File: config.mk
export PLATFORM = sky130hd
export DESIGN_NAME = cti_cu_flat
export DESIGN_NICKNAME = d
export VERILOG_FILES = /design/src/rtl/cti_pkg.sv /design/src/rtl/cti_if.sv /design/src/rtl/cti_cu.sv /design/src/flat_wrapper.sv
export SDC_FILE = /design/constraint.sdc
export NUM_CORES = 1
export LEC_CHECK = 0
export ABC_AREA = 0
export ABC_CLOCK_PERIOD_IN_PS = 4400
export BUFFER_PORTS_ARGS = -buffer_cell sky130_fd_sc_hd__buf_2
export CELL_PAD_IN_SITES_DETAIL_PLACEMENT = 1
export CELL_PAD_IN_SITES_GLOBAL_PLACEMENT = 2
export CORE_MARGIN = 8
export CORE_UTILIZATION = 38
export CTS_BUF_LIST = sky130_fd_sc_hd__clkbuf_4 sky130_fd_sc_hd__clkbuf_8
export DETAILED_ROUTE_END_ITERATION = 8
export PLACE_DENSITY = 0.9
export SETUP_SLACK_MARGIN = 0.5
export SLEW_MARGIN = 20
export SYNTH_ARGS = -nofsm -noshare
export SYNTH_HDL_FRONTEND = slang
export SYNTH_SLANG_ARGS = --single-unit
File: constraint.sdc
create_clock -name i_clk_sys -period 4.4 [get_ports i_clk_sys]
set_input_delay 0.44 -clock i_clk_sys [delete_from_list [all_inputs] [get_ports i_clk_sys]]
set_output_delay 0.44 -clock i_clk_sys [all_outputs]
set_load 0.02 [all_outputs]
File: src/rtl/cti_pkg.sv
// shared constants and state types for the channel tag interlock pair
// Overview of operation
// channel answers status-in with service/command, or drops select
// status-in alone, no out tag except busy address
// status-in held until out tag; tag until fall
// short-busy status byte valid until select-out falls
// service-out only after recognizing service-in or status-in
// service-out on status/read frees bus-in, no bus-out data
// write service-out rises with byte on bus-out
// service-out held until in tag falls, alone
// service-in raised when byte ready or byte needed
// service-in alone, held until out tag rises
// late cyclic answer flags overrun, ends transfer
// overrun holds service-in to out tag, re-raise later
// suppress-out may change any time, passed to user
// clock-out and metering lines held permanently low
// at most one out tag, disconnect excepted
// one in tag, rising with out tags down
// in tag drops after responding out tag rises
// channel raises service/command out only replying in tag
// address-out for selection only with inbound lines quiet
// address-out held until selection answer or op-in drops
// select-out only while quiet; outbound ignored without op-out
// op-in only with op-out; held until sequence complete
// command-out answering status means stacked, present again later
package cti_pkg;
   localparam int CLK_NS = 50;
   localparam int T_ADR_SEL_NS = 400; // address-out lead before select-out
   localparam int ADR_SEL_CYC = (T_ADR_SEL_NS + CLK_NS - 1) / CLK_NS;
   localparam int T_HOLD_DN_NS = 4000; // least hold-out down time
   localparam int HOLD_DN_CYC = (T_HOLD_DN_NS + CLK_NS - 1) / CLK_NS;
   localparam int T_OVR_NS = 10000; // service-in wait before overrun
   localparam int OVR_CYC = T_OVR_NS / CLK_NS;
   localparam int SYNC_STAGES = 2;
   localparam logic [7:0] ST_BUSY = 8'h08;
   localparam logic [7:0] ST_MOD = 8'h40;
   localparam logic [7:0] ST_UNIT_CHECK = 8'h02;
   localparam logic [7:0] BYTE_ZERO = 8'h00;
   typedef enum logic [3:0] {
      CU_IDLE, CU_ADDR, CU_AIN, CU_AEND, CU_READY, CU_STAT, CU_SVC, CU_TEND, CU_BUSY, CU_DROP
   } cti_cu_st_t;
   typedef enum logic [3:0] {
      CH_IDLE, CH_ADDR, CH_SEL, CH_NODEV, CH_SBUSY, CH_AIN, CH_CMD, CH_RUN, CH_RESP, CH_DISC
   } cti_ch_st_t;
endpackage

File: src/rtl/cti_if.sv
// tag and bus lines between channel and control unit
`timescale 1ns/1ps
interface cti_if;
   logic [7:0] bus_out;
   logic address_out, command_out, service_out, select_out, hold_out;
   logic operational_out, suppress_out, clock_out, metering_out;
   logic [7:0] bus_in;
   logic address_in, status_in, service_in, operational_in, select_in;
   logic request_in, metering_in;
   modport chan (
      output bus_out, address_out, command_out, service_out, select_out, hold_out,
      output operational_out, suppress_out, clock_out, metering_out,
      input bus_in, address_in, status_in, service_in, operational_in, select_in,
      input request_in, metering_in
   );
   modport cu (
      input bus_out, address_out, command_out, service_out, select_out, hold_out,
      input operational_out, suppress_out, clock_out, metering_out,
      output bus_in, address_in, status_in, service_in, operational_in, select_in,
      output request_in, metering_in
   );
endinterface

File: src/rtl/cti_cu.sv
// control unit end of the tag interlock
`timescale 1ns/1ps
module cti_cu #(
   parameter logic [7:0] DEV_ADDR = 8'h10,
   parameter int OVR_CYCLES = cti_pkg::OVR_CYC
) (
   // clock, reset, enable
   input wire logic i_clk_sys,
   input wire logic i_rst,
   input wire logic i_ce,
   // link
   cti_if.cu lnk,
   // user side
   input wire logic i_busy,
   input wire logic i_read,
   input wire logic i_xfer_req,
   input wire logic [7:0] i_xfer_data,
   input wire logic i_status_req,
   input wire logic [7:0] i_status,
   output logic o_xfer_ack,
   output logic [7:0] o_xfer_data,
   output logic [7:0] o_cmd,
   output logic o_cmd_valid,
   output logic o_status_done,
   output logic o_stacked,
   output logic o_overrun,
   output logic o_unit_check,
   output logic o_suppress,
   output logic o_selected
);
   if (OVR_CYCLES < 1 || OVR_CYCLES > 65535) begin : g_bad
      $error("overrun count out of range");
   end

   // outbound lines through two flip-flops
   localparam int NB = 15;
   logic [NB-1:0] s1, s2, s3;
   always_ff @(posedge i_clk_sys) begin
      if (i_rst) begin
         s1 <= '0;
         s2 <= '0;
         s3 <= '0;
      end else if (i_ce) begin
         s1 <= {lnk.operational_out, lnk.suppress_out, lnk.select_out, lnk.address_out,
                lnk.command_out, lnk.service_out, lnk.hold_out, lnk.bus_out};
         s2 <= s1;
         s3 <= s2;
      end
   end

   // named outbound levels and edges
   wire op_out = s2[14];
   wire sel = s2[12] & s2[8] & op_out;
   wire sel_rise = sel & ~(s3[12] & s3[8] & s3[14]);
   wire adr = s2[11] & op_out;
   wire cmd = s2[10] & op_out;
   wire svc = s2[9] & op_out;
   wire [7:0] bo = s2[7:0];
   wire any_out = adr | cmd | svc | sel;
   wire resp = cmd | svc;
   wire match = adr & (bo == DEV_ADDR);

   // control unit state
   cti_pkg::cti_cu_st_t st, ret;
   logic ci, ending, pend, ovr, sel_in, drop_req;
   logic [15:0] ocnt;
   logic [7:0] bus_in, stat_byte;
   logic op_in, addr_in, stat_in, svc_in;
   wire ovr_hit = (ocnt == OVR_CYCLES[15:0]);

   // bus, tags and state
   always_ff @(posedge i_clk_sys) begin
      if (i_rst) begin
         st <= cti_pkg::CU_IDLE;
         ret <= cti_pkg::CU_IDLE;
         {ci, ending, pend, ovr, sel_in, drop_req} <= '0;
         {op_in, addr_in, stat_in, svc_in} <= '0;
         ocnt <= '0;
         bus_in <= cti_pkg::BYTE_ZERO;
         stat_byte <= cti_pkg::BYTE_ZERO;
         o_xfer_ack <= 1'b0;
         o_xfer_data <= cti_pkg::BYTE_ZERO;
         o_cmd <= cti_pkg::BYTE_ZERO;
         o_cmd_valid <= 1'b0;
         o_status_done <= 1'b0;
         o_stacked <= 1'b0;
         o_overrun <= 1'b0;
         o_unit_check <= 1'b0;
      end else if (i_ce) begin
         o_xfer_ack <= 1'b0;
         o_cmd_valid <= 1'b0;
         o_status_done <= 1'b0;
         sel_in <= (st == cti_pkg::CU_IDLE) & sel & ~match & ~(pend & ~adr);
         if (!op_out) begin
            // address, status, service and operational in down while the channel is not operational
            st <= cti_pkg::CU_IDLE;
            {op_in, addr_in, stat_in, svc_in} <= '0;
         end else if (adr && op_in && (st == cti_pkg::CU_READY || st == cti_pkg::CU_DROP)) begin
            // interface disconnect
            st <= cti_pkg::CU_IDLE;
            op_in <= 1'b0;
         end else begin
            unique case (st)
               cti_pkg::CU_IDLE: begin
                  if (sel_rise && match && i_busy) begin
                     bus_in <= cti_pkg::ST_BUSY | cti_pkg::ST_MOD;
                     stat_in <= 1'b1;
                     st <= cti_pkg::CU_BUSY;
                  end else if (sel_rise && match) begin
                     op_in <= 1'b1;
                     ci <= 1'b0;
                     st <= cti_pkg::CU_ADDR;
                  end else if (sel_rise && !adr && (pend || i_status_req)) begin
                     op_in <= 1'b1;
                     addr_in <= 1'b1;
                     bus_in <= DEV_ADDR;
                     ci <= 1'b1;
                     stat_byte <= pend ? stat_byte : i_status;
                     st <= cti_pkg::CU_AIN;
                  end
               end
               cti_pkg::CU_ADDR: if (!adr) begin
                  bus_in <= DEV_ADDR;
                  addr_in <= 1'b1;
                  st <= cti_pkg::CU_AIN;
               end
               cti_pkg::CU_AIN: if (cmd) begin
                  addr_in <= 1'b0;
                  if (!ci) begin
                     o_cmd <= bo;
                     o_cmd_valid <= 1'b1;
                  end
                  st <= cti_pkg::CU_AEND;
               end
               cti_pkg::CU_AEND: if (!cmd) begin
                  if (!ci) begin
                     bus_in <= i_status; // initial status
                     stat_in <= 1'b1;
                     ending <= 1'b0;
                     st <= cti_pkg::CU_STAT;
                  end else if (pend) begin
                     bus_in <= stat_byte;
                     stat_in <= 1'b1;
                     ending <= 1'b1;
                     st <= cti_pkg::CU_STAT;
                  end else begin
                     st <= cti_pkg::CU_READY;
                  end
               end
               cti_pkg::CU_READY: if (!any_out) begin
                  // in tags rise only with every out tag down
                  if (ovr || i_status_req) begin
                     bus_in <= ovr ? (i_status | cti_pkg::ST_UNIT_CHECK) : i_status;
                     stat_in <= 1'b1;
                     ending <= 1'b1;
                     st <= cti_pkg::CU_STAT;
                  end else if (i_xfer_req) begin
                     bus_in <= i_read ? i_xfer_data : cti_pkg::BYTE_ZERO;
                     svc_in <= 1'b1;
                     ocnt <= '0;
                     st <= cti_pkg::CU_SVC;
                  end
               end
               cti_pkg::CU_STAT: if (resp) begin
                  stat_in <= 1'b0;
                  if (cmd) begin
                     // status refused: keep it for a later request
                     pend <= 1'b1;
                     stat_byte <= bus_in;
                     o_stacked <= 1'b1;
                     drop_req <= 1'b1;
                  end else begin
                     pend <= 1'b0;
                     o_stacked <= 1'b0;
                     o_status_done <= 1'b1;
                     drop_req <= ending | ovr;
                  end
                  ovr <= 1'b0;
                  ret <= cti_pkg::CU_READY;
                  st <= cti_pkg::CU_TEND;
               end
               cti_pkg::CU_SVC: begin
                  if (!ovr && ovr_hit) begin
                     ovr <= 1'b1;
                     o_overrun <= 1'b1;
                     o_unit_check <= 1'b1;
                  end else if (!ovr) begin
                     ocnt <= ocnt + 16'h0001;
                  end
                  if (resp || adr) begin
                     svc_in <= 1'b0;
                     if (svc && !ovr) begin
                        o_xfer_ack <= 1'b1;
                        o_xfer_data <= i_read ? o_xfer_data : bo;
                     end
                     drop_req <= cmd; // stop ends the transfer
                     ret <= cti_pkg::CU_READY;
                     st <= cti_pkg::CU_TEND;
                  end
               end
               cti_pkg::CU_TEND: if (!resp) begin
                  // no new in tag before the answer has fallen
                  st <= drop_req ? cti_pkg::CU_DROP : ret;
                  drop_req <= 1'b0;
               end
               cti_pkg::CU_DROP: if (!sel) begin
                  op_in <= 1'b0;
                  st <= cti_pkg::CU_IDLE;
               end
               cti_pkg::CU_BUSY: if (!sel) begin
                  stat_in <= 1'b0;
                  st <= cti_pkg::CU_IDLE;
               end
            endcase
         end
      end
   end

   // user-visible levels, request-in and unused metering line
   logic req_in, met_in;
   always_ff @(posedge i_clk_sys) begin
      if (i_rst) begin
         o_suppress <= 1'b0;
         o_selected <= 1'b0;
         req_in <= 1'b0;
         met_in <= 1'b0;
      end else if (i_ce) begin
         o_suppress <= s2[13];
         o_selected <= op_in;
         req_in <= (st == cti_pkg::CU_IDLE) & (pend | i_status_req);
         met_in <= 1'b0;
      end
   end

   // link drive
   assign lnk.bus_in = bus_in;
   assign lnk.address_in = addr_in;
   assign lnk.status_in = stat_in;
   assign lnk.service_in = svc_in;
   assign lnk.operational_in = op_in;
   assign lnk.select_in = sel_in;
   assign lnk.request_in = req_in;
   assign lnk.metering_in = met_in;
endmodule

File: src/flat_wrapper.sv
// flat-port wrapper written by rule: the top's interface ports become plain ports
module cti_cu_flat 
#(
   parameter logic [7:0] DEV_ADDR = 8'h10,
   parameter int OVR_CYCLES = cti_pkg::OVR_CYC
)
  (i_clk_sys, i_rst, i_ce, i_busy, i_read, i_xfer_req, i_xfer_data, i_status_req, i_status, o_xfer_ack, o_xfer_data, o_cmd, o_cmd_valid, o_status_done, o_stacked, o_overrun, o_unit_check, o_suppress, o_selected, lnk_bus_out, lnk_address_out, lnk_command_out, lnk_service_out, lnk_select_out, lnk_hold_out, lnk_operational_out, lnk_suppress_out, lnk_clock_out, lnk_metering_out, lnk_bus_in, lnk_address_in, lnk_status_in, lnk_service_in, lnk_operational_in, lnk_select_in, lnk_request_in, lnk_metering_in);
  cti_if lnk_i ();
  input wire logic i_clk_sys;
  input wire logic i_rst;
  input wire logic i_ce;
  input wire logic i_busy;
  input wire logic i_read;
  input wire logic i_xfer_req;
  input wire logic [7:0] i_xfer_data;
  input wire logic i_status_req;
  input wire logic [7:0] i_status;
  output logic o_xfer_ack;
  output logic [7:0] o_xfer_data;
  output logic [7:0] o_cmd;
  output logic o_cmd_valid;
  output logic o_status_done;
  output logic o_stacked;
  output logic o_overrun;
  output logic o_unit_check;
  output logic o_suppress;
  output logic o_selected;
  input wire logic [$bits(lnk_i.bus_out)-1:0] lnk_bus_out;
  input wire logic [$bits(lnk_i.address_out)-1:0] lnk_address_out;
  input wire logic [$bits(lnk_i.command_out)-1:0] lnk_command_out;
  input wire logic [$bits(lnk_i.service_out)-1:0] lnk_service_out;
  input wire logic [$bits(lnk_i.select_out)-1:0] lnk_select_out;
  input wire logic [$bits(lnk_i.hold_out)-1:0] lnk_hold_out;
  input wire logic [$bits(lnk_i.operational_out)-1:0] lnk_operational_out;
  input wire logic [$bits(lnk_i.suppress_out)-1:0] lnk_suppress_out;
  input wire logic [$bits(lnk_i.clock_out)-1:0] lnk_clock_out;
  input wire logic [$bits(lnk_i.metering_out)-1:0] lnk_metering_out;
  output wire logic [$bits(lnk_i.bus_in)-1:0] lnk_bus_in;
  output wire logic [$bits(lnk_i.address_in)-1:0] lnk_address_in;
  output wire logic [$bits(lnk_i.status_in)-1:0] lnk_status_in;
  output wire logic [$bits(lnk_i.service_in)-1:0] lnk_service_in;
  output wire logic [$bits(lnk_i.operational_in)-1:0] lnk_operational_in;
  output wire logic [$bits(lnk_i.select_in)-1:0] lnk_select_in;
  output wire logic [$bits(lnk_i.request_in)-1:0] lnk_request_in;
  output wire logic [$bits(lnk_i.metering_in)-1:0] lnk_metering_in;
  assign lnk_i.bus_out = lnk_bus_out;
  assign lnk_i.address_out = lnk_address_out;
  assign lnk_i.command_out = lnk_command_out;
  assign lnk_i.service_out = lnk_service_out;
  assign lnk_i.select_out = lnk_select_out;
  assign lnk_i.hold_out = lnk_hold_out;
  assign lnk_i.operational_out = lnk_operational_out;
  assign lnk_i.suppress_out = lnk_suppress_out;
  assign lnk_i.clock_out = lnk_clock_out;
  assign lnk_i.metering_out = lnk_metering_out;
  assign lnk_bus_in = lnk_i.bus_in;
  assign lnk_address_in = lnk_i.address_in;
  assign lnk_status_in = lnk_i.status_in;
  assign lnk_service_in = lnk_i.service_in;
  assign lnk_operational_in = lnk_i.operational_in;
  assign lnk_select_in = lnk_i.select_in;
  assign lnk_request_in = lnk_i.request_in;
  assign lnk_metering_in = lnk_i.metering_in;
  cti_cu #(.DEV_ADDR(DEV_ADDR), .OVR_CYCLES(OVR_CYCLES)) u_core (.i_clk_sys(i_clk_sys), .i_rst(i_rst), .i_ce(i_ce), .lnk(lnk_i), .i_busy(i_busy), .i_read(i_read), .i_xfer_req(i_xfer_req), .i_xfer_data(i_xfer_data), .i_status_req(i_status_req), .i_status(i_status), .o_xfer_ack(o_xfer_ack), .o_xfer_data(o_xfer_data), .o_cmd(o_cmd), .o_cmd_valid(o_cmd_valid), .o_status_done(o_status_done), .o_stacked(o_stacked), .o_overrun(o_overrun), .o_unit_check(o_unit_check), .o_suppress(o_suppress), .o_selected(o_selected));
endmodule
==> results of run 1 <==
## cell type report
class	instances	area (um2)
fill	1632	7400
multi-input combinational	448	2870
sequential	103	2060
timing repair buffer	84	443
tap	176	220
clock buffer	11	145
clock inverter	5	65.1
inverter	9	33.8
## state kept, by name, indices dropped and copies added (netlist names), 4 cells and up
register,count
u_core.o_cmd,8
u_core.s3,4
u_core.s1,15
u_core.stat_byte,8
u_core.o_xfer_data,8
u_core.ocnt,16
u_core.st,4
u_core.s2,15
u_core.lnk.bus_in,8
## cells in the final DEF, fill, tap and decap left out, types with 3 or more instances in the layout
master | Yosys | final
a211oi_1 | 8 | 8
a21oi_1 | 32 | 31
a22oi_1 | 7 | 7
a311oi_1 | 6 | 6
and3_1 | 7 | 7
and4_1 | 3 | 3
buf_2 | 10 | 75
buf_4 | 4 | 9
clkbuf_8 | 0 | 10
dfxtp_1 | 103 | 103
inv_1 | 9 | 9
mux2i_1 | 65 | 65
nand2_1 | 36 | 36
nand2b_1 | 12 | 12
nand3_1 | 16 | 16
nand3b_1 | 6 | 6
nand4_1 | 8 | 8
nand4b_1 | 3 | 3
nor2_1 | 104 | 104
nor2b_1 | 8 | 8
nor3_1 | 20 | 20
nor4_1 | 5 | 5
nor4b_1 | 3 | 3
o2111ai_1 | 4 | 4
o211ai_1 | 3 | 3
o21ai_0 | 21 | 21
o22ai_1 | 3 | 3
o31ai_1 | 3 | 3
or3_1 | 5 | 5
or4_1 | 3 | 3
xnor2_1 | 10 | 10
## stage by stage
step,hold slack (ns),worst slack [ns],power (uW),cell area (um2)
2_1_floorplan,0.437,2.21,1050,5170
3_3_place_gp,0.456,1.37,1080,5630
3_5_place_dp,0.477,1.34,1090,5630
4_1_cts,0.280,1.32,1730,5840
5_1_grt,0.296,1.18,1770,5840
6_report,0.287,1.33,1710,5840
## kinds of logic (layout without fill, tap and decap cells)
| logic type | Yosys count | in the layout |
|---|---|---|
| AND/OR/NAND/NOR | 261 | 261 |
| AO/OA/AOI/OAI | 108 | 108 |
| flip-flops | 103 | 103 |
| multiplexers | 66 | 66 |
| buffers and inverters | 54 | 109 |
| XOR/XNOR | 10 | 10 |
| adder cells (fa/ha/maj) | 2 | 2 |
| other | 1 | 1 |
## metal layers
metal	vias to the layer above	global-route usage (%)	share of wire [%]	wire length, um
li1	2259	-	-	-
met1	2312	21.0	43	6680
met2	116	30.0	49	7580
met3	25	3.90	6.1	952
met4	2	6.56	1.9	290
met5	-	0	0.077	12
## where the power goes
part / internal, uW / total, uW / switching, uW
Combinational: 42.8 / 103 / 60.6
Clock: 291 / 643 / 352
Sequential: 946 / 961 / 14.5
## critical path, cell delays in order (launching register included)
cell and delay [ns]:
dfxtp_1 0.86, nand4b_1 0.33, o31ai_1 0.54, a21oi_2 0.09
nor4_4 0.72, and4_1 0.36, nor3_2 0.05
## worst paths after layout
path,endpoint,slack (ns)
worst max-delay path,u_core.lnk.bus_in[6],1.33
worst min-delay path,u_core.s1[9],0.29
worst max register to register,u_core.lnk.bus_in[6],1.33
worst min register to register,u_core.lnk.bus_in[5],0.49
==> parameters.txt, run 1 <==
Parameter                              Value

Run status
  Status ... completed

Synth
  Average cell area after synthesis ... 8.54 um2
  Commonest cells in the netlist ... 104 x nor2_1, 103 x dfxtp_1, 65 x mux2i_1, 36 x nand2_1, 32 x a21oi_1
  Adder-cell share of the synthesized area ... less than 1%
  Compound-Gate Fraction of Synth Area ... 14.0%
  Simple-gate share of the synthesized area ... 26.5%
  Number of enable-type register cells in the synthesized netlist ... 0
  Post-Synth XOR/XNOR Area ... between 1.5 and 2%
  Synth cell types ... 67
  Combined area of all synthesized cells ... about 5200 um2
  Most instantiated library cell after synthesis ... nor2_1
  Ys async rst share ... 0%
  Leading cell types by total area after synthesis ... dfxtp_1 40%, mux2i_1 13%, nor2_1 7.6%
  Ys Warns ... 0
  Multiplexer share of the synthesized area ... 12.8%
  Top-area cell type share of the netlist area ... 39.9%
  Sequential element share of the synthesized area ... between 30% and 40%
  #FFs+latches synth ... 103
  Main combinational cell family by area after synthesis ... simple AND/OR/NAND/NOR gates
  Post-synth net total ... between 600 and 700
  Syn Inst Count ... 605
  Most used DFF post-synth ... dfxtp_1
  Post-synth top area cell ... dfxtp_1

Finish
  Net count of the finished layout ... between 600 and 700
  End-of-flow core utilization ... about 44%
  Layout area overhead ... 13.0%
  Count of antenna diodes in the layout ... 0
  Fin cells ... 836
  Ratio of cells with drive above 1 in the final layout ... 18.5%

Clock network
  Number of buffers inserted during clock tree synthesis ... 9
  Quantity of hold-fixing buffers added after cts ... 0
  Buffer type at the clock tree root ... clkbuf_8
  Source-to-sink clock delay at the later pin of the worst-skew pair ... around 0.39 ns
  Total number of clock tree sinks ... approximately 100
  Number of buffers between clock root and the deepest sink ... 2
  CTS tree ... yes
  Post-CTS repair timing setup buffer count ... 0
  Number of H-tree branching levels ... 3
  Number of cells upsized or downsized after cts ... 0
  Clock slew at reported path FFs ... roughly 0.10 ns

Floorplan
  Full die area ... between 15000 and 20000 um2
  Initial cell density of the core ... between 30% and 40%
  Core Box Area ... ~13000 um2
  Ports ... 79
  Die H ... about 130 um
  DIE WIDTH ... ~130 um
  Standard-cell row count ... 42

Power
  Leakage power of the design ... ~0.0022 uW
  Power density cells ... between 200 and 300 nW/um2
  Worst VDD drop ... ~0.00018 V

Place
  # port buffers ... 75
  Post-DP HPWL ... ~11000 um
  Gp weighted congestion ... 0.893
  Number of instances in the placed design ... about 800

Setup path
  Required time of the critical path ... approximately 4.7 ns
  Critical Setup Path Class ... flip-flop to flip-flop
  Crit. End Element ... flip-flop
  Critical path startpoint category ... flip-flop
  Arrival time worst endpoint ... ~3.3 ns
  Critical path startpoint ... u_core.s2[14]
  RR Startpoint ... u_core.s2[14]
  Highest fanout seen on the critical path ... 21
  Cell count of the worst reg-to-reg path ... 6

Global routing
  First-pass GRT wire length ... about 26000 um
  Pin count of the biggest net entering global routing ... 65
  Vias in the first global route ... approximately 5000
  Initial antenna violation count ... 1
  Overall overflow remaining after global route ... 0
  Overall Global Routing Usage ... 17.5%

STA
  Slew Limit Fails ... 0
  Fmax achieved ... roughly 330 MHz
  Headroom to the max-slew limit ... 37.3%
  Setup total negative slack ... 0 ns
  Worst clock skew ... 0.0126 ns
  Unrepaired setup endpoints after global routing ... false
  Final setup viols ... 0
  Hold violation total from the final report ... 0
  Fin crit share ... a little over two thirds
  Pin slew with the least headroom to its limit ... about 0.93 ns
  Final critical-path required period ... between 3 and 4 ns

Routing
  Mean routed wirelength per cell ... ~19 um
  Total Routed Length ... between 15000 and 20000 um
  Number of detailed-route iterations in the first pass ... 4
  DRC errors left ... 0
  Vias after detailed routing ... about 4700
  Antenna Nets Post-Route ... 0
  Starting DRC count in detailed routing ... approximately 300
  Via density ... approximately 5.6

Min path
  Worst min-delay path category ... input port to flip-flop
  Worst Hold Depth ... 3
  Worst hold path startpoint ... lnk_service_out

Job
  Max-Cap Viols ... 0
Note: power is estimated with default switching activity, not from simulation.
==> run 2, diff against run 1 <==
Settings changed: ABC_CLOCK_PERIOD_IN_PS 4400 to 2500, CORE_UTILIZATION 38 to 32, PLACE_DENSITY 0.9 to 0.81.
Clock period 4.4 ns to 2.5 ns, I/O delays scaled along.
==> run 2 against run 1 <==
Net effect: sequential share of layout area fell by 5.5 points; flip-flop and latch count is the same; wire length grew 18%; register-to-register slack lost 1.0 ns; first-iteration DRC count is 3.7% higher; global-route usage down 0.089 points; combinational power grew 110%; die area is 16% higher; power up 86%; largest power group unchanged; highest routed layer unchanged.
==> parameters.txt, run 2 (synthesis results as in run 1) <==
Parameter                              Value

Run status
  Status ... completed

STA
  Final critical-path required period ... 2.20 ns (-0.864 ns)
  Slew Limit Fails ... 0 (unchanged)
  Unrepaired setup endpoints after global routing ... true
  Final-layout worst hold slack ... 0.0799 ns (-0.207 ns)
  Fmax achieved ... 454 MHz (+39%)
  Worst clock skew ... 0.0209 ns (+0.00828 ns)
  Final setup viols ... 0 (unchanged)
  Headroom to the max-slew limit ... 56.4% (+19 points)
  Minimum setup slack in the final design ... 0.297 ns (-1.04 ns)
  Hold violation total from the final report ... 0 (unchanged)
  Fin crit share ... 88.1% (+18 points)
  Pin slew with the least headroom to its limit ... 0.654 ns (-0.279 ns)

Routing
  Sum of met3 wire segment lengths after detailed routing ... 729 um (-23%)
  Wire length the detailed router placed on met1 ... 8300 um (+24%)
  Number of detailed-route iterations in the first pass ... 4 (unchanged)
  Highest routed metal layer ... met5
  Starting DRC count in detailed routing ... 310 (+3.7%)
  DRC errors left ... 0 (unchanged)
  Wire length on met2 ... 8990 um (+19%)
  Mean routed wirelength per cell ... 19.3 um (+4.1%)
  Vias after detailed routing ... 5063 (+7.4%)
  Antenna Nets Post-Route ... 0 (unchanged)
  Via density ... 5.36 (-4.9%)
  Total Routed Length ... 18200 um (+18%)

Floorplan
  Initial cell density of the core ... 32.6% (-6.4 points)
  DIE WIDTH ... 143 um (+7.9%)
  Ports ... 79 (unchanged)
  Die H ... 143 um (+7.9%)
  Full die area ... 20500 um2 (+16%)
  Core Box Area ... 15800 um2 (+20%)
  Standard-cell row count ... 46 (+9.5%)

Setup path
  Crit. End Element ... flip-flop
  Required time of the critical path ... 2.82 ns (-1.84 ns)
  CP max stage delay ... 0.56 ns (-0.30 ns)
  Arrival time worst endpoint ... 2.52 ns (-0.81 ns)
  Critical path startpoint category ... flip-flop
  Highest fanout seen on the critical path ... 4 (-81%)
  Library cell contributing the largest single delay on the critical path ... or4b_4
  Critical Setup Path Class ... flip-flop to flip-flop
  CP Cell Sequence ... or4b_4 -> nor4_4 -> buf_4 -> o2111ai_4 -> a31oi_4 -> buf_6 -> mux2i_1

Finish
  Net count of the finished layout ... 765 (+9.8%)
  Largest registers in the final layout ... u_core.ocnt: 16 flops, u_core.s1: 15 flops, u_core.s2: 15 flops
  End-of-flow core utilization ... 44.2% (+0.077 points)
  Fill count ... 1848 (+13%)
  Most frequent standard cell in the layout excluding fill and tap cells ... nor2_1
  Fin cells ... 944 (+13%)
  Design area ... 6990 um2 (+20%)
  Layout area overhead ... 35.3%
  Top library cells by usage in the layout, fill and taps aside ... 99 x nor2_1, 92 x dfxtp_1, 75 x buf_2
  Register containing the most flip-flops in the final layout ... u_core.ocnt
  Flip-flop count of the largest register, all copies and words added ... 16 (unchanged)
  Count of antenna diodes in the layout ... 0 (unchanged)
  Ratio of cells with drive above 1 in the final layout ... 34.8% (+16 points)

Min path
  Worst min-delay path category ... input port to flip-flop

Power
  Power density cells ... 453 nW/um2 (+55%)
  Leakage power of the design ... 0.00269 uW (+23%)
  Worst VDD drop ... 0.000237 V (+34%)

Job
  Max-Cap Viols ... 0 (unchanged)

Clock network
  Quantity of hold-fixing buffers added after cts ... 0 (unchanged)
  Number of H-tree branching levels ... 3 (unchanged)
  Clock slew at reported path FFs ... 0.11 ns (about the same)
  Buffer type at the clock tree root ... clkbuf_8
  Number of buffers inserted during clock tree synthesis ... 9 (unchanged)
  Total number of clock tree sinks ... 103 (unchanged)
  CTS tree ... yes
  Source-to-sink clock delay at the later pin of the worst-skew pair ... 0.40 ns (about the same)
  Number of buffers between clock root and the deepest sink ... 2 (unchanged)

Global routing
  Overall overflow remaining after global route ... 0 (unchanged)
  Pin count of the biggest net entering global routing ... 62 (-4.6%)
  Vias in the first global route ... 5234 (+4.3%)
  Overall Global Routing Usage ... 17.4% (-0.089 points)
  Initial antenna violation count ... 1 (unchanged)
  First-pass GRT wire length ... 28200 um (+10%)

Place
  Gp weighted congestion ... 0.896 (+0.37%)
  Number of instances in the placed design ... 885 (+7.9%)
  Post-DP HPWL ... 12100 um (+8.1%)
  Post-Place Setup Slack ... -0.0129 ns (-1.35 ns)
  DP Area ... 5900 um2 (+4.8%)
  # port buffers ... 75 (unchanged)
## run 2: final cells by class
| type | instances | area (um2) | area share, % |
|---|---|---|---|
| clock buffers | 9 | 124 | 1.77 |
| clock inverters | 7 | 114 | 1.63 |
| inverters | 9 | 33.8 | 0.483 |
| multi-input cells | 449 | 3250 | 46.4 |
| flip-flops and latches | 103 | 2080 | 29.8 |
| well taps | 216 | 270 | 3.86 |
| repair buffers | 151 | 1120 | 16.0 |
## run 2: per-layer routing
metal	GRT usage [%]	vias up
met1	22.1	2550
li1	-	2400
met5	0	-
met2	29.0	93
met3	3.84	18
met4	5.03	2
## run 2: path summary, 6_finish.rpt
check        depth (start not counted)            startpoint  slack (ns)                   end
max                                  7          u_core.s2[5]        0.30          u_core.st[0]
max reg2reg                          7          u_core.s2[5]        0.30          u_core.st[0]
min                                  3        lnk_bus_out[0]        0.08          u_core.s1[0]
min reg2reg                          2  u_core.lnk.bus_in[4]        0.49  u_core.lnk.bus_in[4]
## run 2: critical path, delay by kind of cell (launching register included)
| family | cells | cell delay [ns] |
|---|---|---|
| simple gates | 2 | 0.86 |
| buf+inv | 2 | 0.36 |
| compound gates | 2 | 0.36 |
| flops | 1 | 0.35 |
| mux | 1 | 0.20 |
## run 2: where the power goes
part           internal [uW]  switching, uW  leakage [uW]
combinational           90.5            126       0.00173
sequential              1660           22.1      0.000840
clock                    589            679      0.000119
## run 2: through the flow
| stage | power [uW] | TNS [ns] |
|---|---|---|
| after CTS | 3200 | 0 |
| after detailed placement | 1920 | -0.0192 |
| after global placement | 1910 | 0 |
| final | 3170 | 0 |
| after global routing | 3300 | 0 |
| after floorplan | 1840 | 0 |
## run 2: repair_timing
item	CTS	global route
endpoints found under the setup margin	60	59
resized for setup	60	57
pin swaps	22	30
gates cloned	5	2
buffers inserted	15	21
==> run 3, diff against run 2 <==
Settings changed: ABC_CLOCK_PERIOD_IN_PS 2500 to 2040, CORE_UTILIZATION 32 to 35, PLACE_DENSITY 0.81 to 0.84.
Clock period 2.5 ns to 2.04 ns, I/O delays scaled along.
==> run 3 against run 2 <==
Net effect: the flow now finishes with violations (negative setup slack); flip-flop and latch count unchanged; die area down 7.6%; hold slack worse by 0.033 ns; non-clock buffer count up 71; sequential share of layout area down 3.7 points; clock skew down 0.0059 ns; sequential power up 22%; first-iteration DRC count up 23%; critical path depth up 4; maximum frequency up 0.38%; largest cell class unchanged; largest power group unchanged; highest routed layer is now met4.
==> parameters.txt, run 3 (synthesis results as in run 1) <==
Parameter                              Value

Run status
  Status ... finished with violations
  Violated checks ... negative setup slack

STA
  Fin crit share ... 108% (+19 points)
  Unrepaired setup endpoints after global routing ... true
  Slew Limit Fails ... 0 (unchanged)
  Fmax achieved ... 456 MHz (+0.38%)
  Pin slew with the least headroom to its limit ... 0.616 ns (-0.0383 ns)
  Minimum setup slack in the final design ... -0.155 ns (-0.452 ns)
  Final critical-path required period ... 2.19 ns (-0.00823 ns)
  Worst clock skew ... 0.0150 ns (-0.00586 ns)
  Hold violation total from the final report ... 0 (unchanged)
  Headroom to the max-slew limit ... 58.9% (+2.6 points)
  Final setup viols ... 47 (+47)

Finish
  Net count of the finished layout ... 835 (+9.2%)
  Count of antenna diodes in the layout ... 0 (unchanged)
  Largest registers in the final layout ... u_core.ocnt: 16 flops, u_core.s1: 15 flops, u_core.s2: 15 flops
  Register containing the most flip-flops in the final layout ... u_core.ocnt
  Layout area overhead ... 54.6%
  End-of-flow core utilization ... 55.2% (+11 points)
  Ratio of cells with drive above 1 in the final layout ... 45.9% (+11 points)
  Flip-flop count of the largest register, all copies and words added ... 16 (unchanged)
  Design area ... 7990 um2 (+14%)
  Most frequent standard cell in the layout excluding fill and tap cells ... buf_4
  Top library cells by usage in the layout, fill and taps aside ... 98 x buf_4, 94 x dfxtp_1, 87 x nor2_1

Global routing
  Overall overflow remaining after global route ... 0 (unchanged)
  Pin count of the biggest net entering global routing ... 91 (+47%)
  Vias in the first global route ... 5615 (+7.3%)
  Initial antenna violation count ... 0 (-1)
  First-pass GRT wire length ... 31100 um (+10%)
  Overall Global Routing Usage ... 21.1% (+3.6 points)

Setup path
  Crit. End Element ... flip-flop
  Library cell contributing the largest single delay on the critical path ... dfxtp_4
  CP max stage delay ... 0.38 ns (-0.18 ns)
  Critical path startpoint ... u_core.st[3]
  RR Startpoint ... u_core.st[3]
  Worst setup endpoint ... u_core.lnk.bus_in[6]
  Required time of the critical path ... 2.37 ns (-0.45 ns)
  Critical path startpoint category ... flip-flop
  Highest fanout seen on the critical path ... 8 (+4)
  Reg-to-reg critical path endpoint ... u_core.lnk.bus_in[6]
  R2r setup slk ... -0.15 ns (-0.45 ns)
  Worst path buffer plus inverter count ... 5 (+3)
  Arrival time worst endpoint ... 2.53 ns (about the same)
  Cell count of the worst reg-to-reg path ... 11 (+4)
  Critical Setup Path Class ... flip-flop to flip-flop
  Gate family responsible for the most delay along the worst path ... simple AND/OR/NAND/NOR gates
  Number of gates on the worst path with buffers counted ... 11 (+4)
  CP Cell Sequence ... buf_12 -> buf_8 -> buf_8 -> nor4_4 -> o31ai_4 -> a21oi_4 -> nor4_4 -> buf_4 -> buf_12 -> and4_1 -> nor3_2

Floorplan
  Core Box Area ... 14500 um2 (-8.5%)
  Ports ... 79 (unchanged)
  Die H ... 138 um (-3.9%)
  Initial cell density of the core ... 35.7% (+3.0 points)
  Full die area ... 18900 um2 (-7.6%)
  DIE WIDTH ... 138 um (-3.9%)
  Standard-cell row count ... 44 (-4.3%)

Place
  # port buffers ... 75 (unchanged)
  Post-DP HPWL ... 13600 um (+12%)
  Gp weighted congestion ... 0.901 (+0.55%)
  DP Area ... 6490 um2 (+9.9%)

Power
  Total Power Consumption ... 3820 uW (+21%)
  Worst VDD drop ... 0.000496 V (+110%)
  Internal power ... 2780 uW (+19%)
  Leakage power of the design ... 0.00317 uW (+18%)
  Switching share of total power ... 27.1% (+1.1 points)
  Net switching power ... 1040 uW (+25%)
  Power density cells ... 478 nW/um2 (+5.5%)
  Clock group share of total power ... 37.5% (-2.5 points)
  Proportion of power drawn by combinational gates ... 8.6% (+1.8 points)
  Fraction of power consumed by sequential logic ... 53.8% (+0.6 points)

Clock network
  Number of H-tree branching levels ... 3 (unchanged)
  Clock slew at reported path FFs ... 0.12 ns (about the same)
  Quantity of hold-fixing buffers added after cts ... 0 (unchanged)
  Buffer type at the clock tree root ... clkbuf_8
  CTS tree ... yes
  Source-to-sink clock delay at the later pin of the worst-skew pair ... 0.40 ns (about the same)
  Total number of clock tree sinks ... 103 (unchanged)
  Number of buffers between clock root and the deepest sink ... 2 (unchanged)
  Number of buffers inserted during clock tree synthesis ... 9 (unchanged)

Min path
  Worst min-delay path category ... input port to flip-flop

Routing
  Via density ... 5.52 (+3.0%)
  Antenna Nets Post-Route ... 0 (unchanged)
  Starting DRC count in detailed routing ... 381 (+23%)
  Mean routed wirelength per cell ... 21.2 um (+9.8%)
  Number of detailed-route iterations in the first pass ... 4 (unchanged)
  Vias after detailed routing ... 5425 (+7.1%)
  Total Routed Length ... 20800 um (+14%)
  DRC errors left ... 0 (unchanged)

Job
  Max-Cap Viols ... 0 (unchanged)
==> run 3: cell types whose count changed in the layout (fill, tap and decap cells not counted), moves of 7 or more <==
cell and change:
buf_12 +9, buf_4 +44, buf_6 +17, nor2_1 -12, nor2_4 +7, nor3_1 -7
o21ai_0 -7
==> run 3: power groups by stage <==
stage	sequential [uW]	clock [uW]	combinational (uW)
3_3_place_gp	2110	0	273
4_1_cts	2060	1480	309
3_5_place_dp	2110	0	281
5_1_grt	2060	1560	352
2_1_floorplan	2100	0	159
6_report	2060	1430	330
==> run 3: how the worst min path moves through the flow <==
stage                     slack [ns]  cells after the start           end      startpoint
after floorplan                 0.35                      2  u_core.s1[0]  lnk_bus_out[0]
after global placement          0.44                      3  u_core.s1[2]  lnk_bus_out[2]
after detailed placement        0.45                      3  u_core.s1[1]  lnk_bus_out[1]
after CTS                       0.03                      3  u_core.s1[1]  lnk_bus_out[1]
after global routing            0.04                      3  u_core.s1[7]  lnk_bus_out[7]
final                           0.05                      3  u_core.s1[4]  lnk_bus_out[4]
==> run 3: timing repair <==
action                     4_1_cts  5_1_grt
buffers inserted                30       23
gates resized for setup         95       72
cloned                           3        1
pin swaps                       40       47
setup endpoints to repair       67       67
==> run 3: final cells by class <==
| type | count | area, um2 |
|---|---|---|
| multi-input cells | 448 | 3550 |
| inverters | 9 | 36.3 |
| clock inverters | 7 | 97.6 |
| clock buffers | 9 | 124 |
| flip-flops and latches | 103 | 2090 |
| fillers | 1663 | 6490 |
| repair buffers | 222 | 1860 |
| well taps | 184 | 230 |
==> run 3: through the flow <==
stage / hold slack (ns) / setup WS, ns / setup TNS, ns / std cells
global placement: 0.441 / -0.0463 / -0.304 / 909
CTS: 0.0299 / -0.0771 / -0.969 / 958
floorplan: 0.351 / -0.0636 / -0.0974 / 605
global route: 0.0436 / -0.229 / -5.71 / 982
finish: 0.0471 / -0.155 / -3.10 / 982
detailed placement: 0.454 / -0.0923 / -1.04 / 909
==> run 3: per-layer routing <==
layer	global-route usage, %	vias to the layer above	wire, um
met5	0	-	0
met4	5.61	0	468
met3	4.30	39	799
met2	35.8	127	10700
met1	26.5	2715	8920
li1	-	2544	-
==> run 3: worst reg2reg max path, stage by stage (launching register included) <==
cell and delay, ns:
dfxtp_4 0.38, buf_12 0.13, buf_8 0.12, buf_8 0.12, nor4_4 0.37, o31ai_4 0.19
a21oi_4 0.19, nor4_4 0.05, buf_4 0.15, buf_12 0.14, and4_1 0.16, nor3_2 0.15
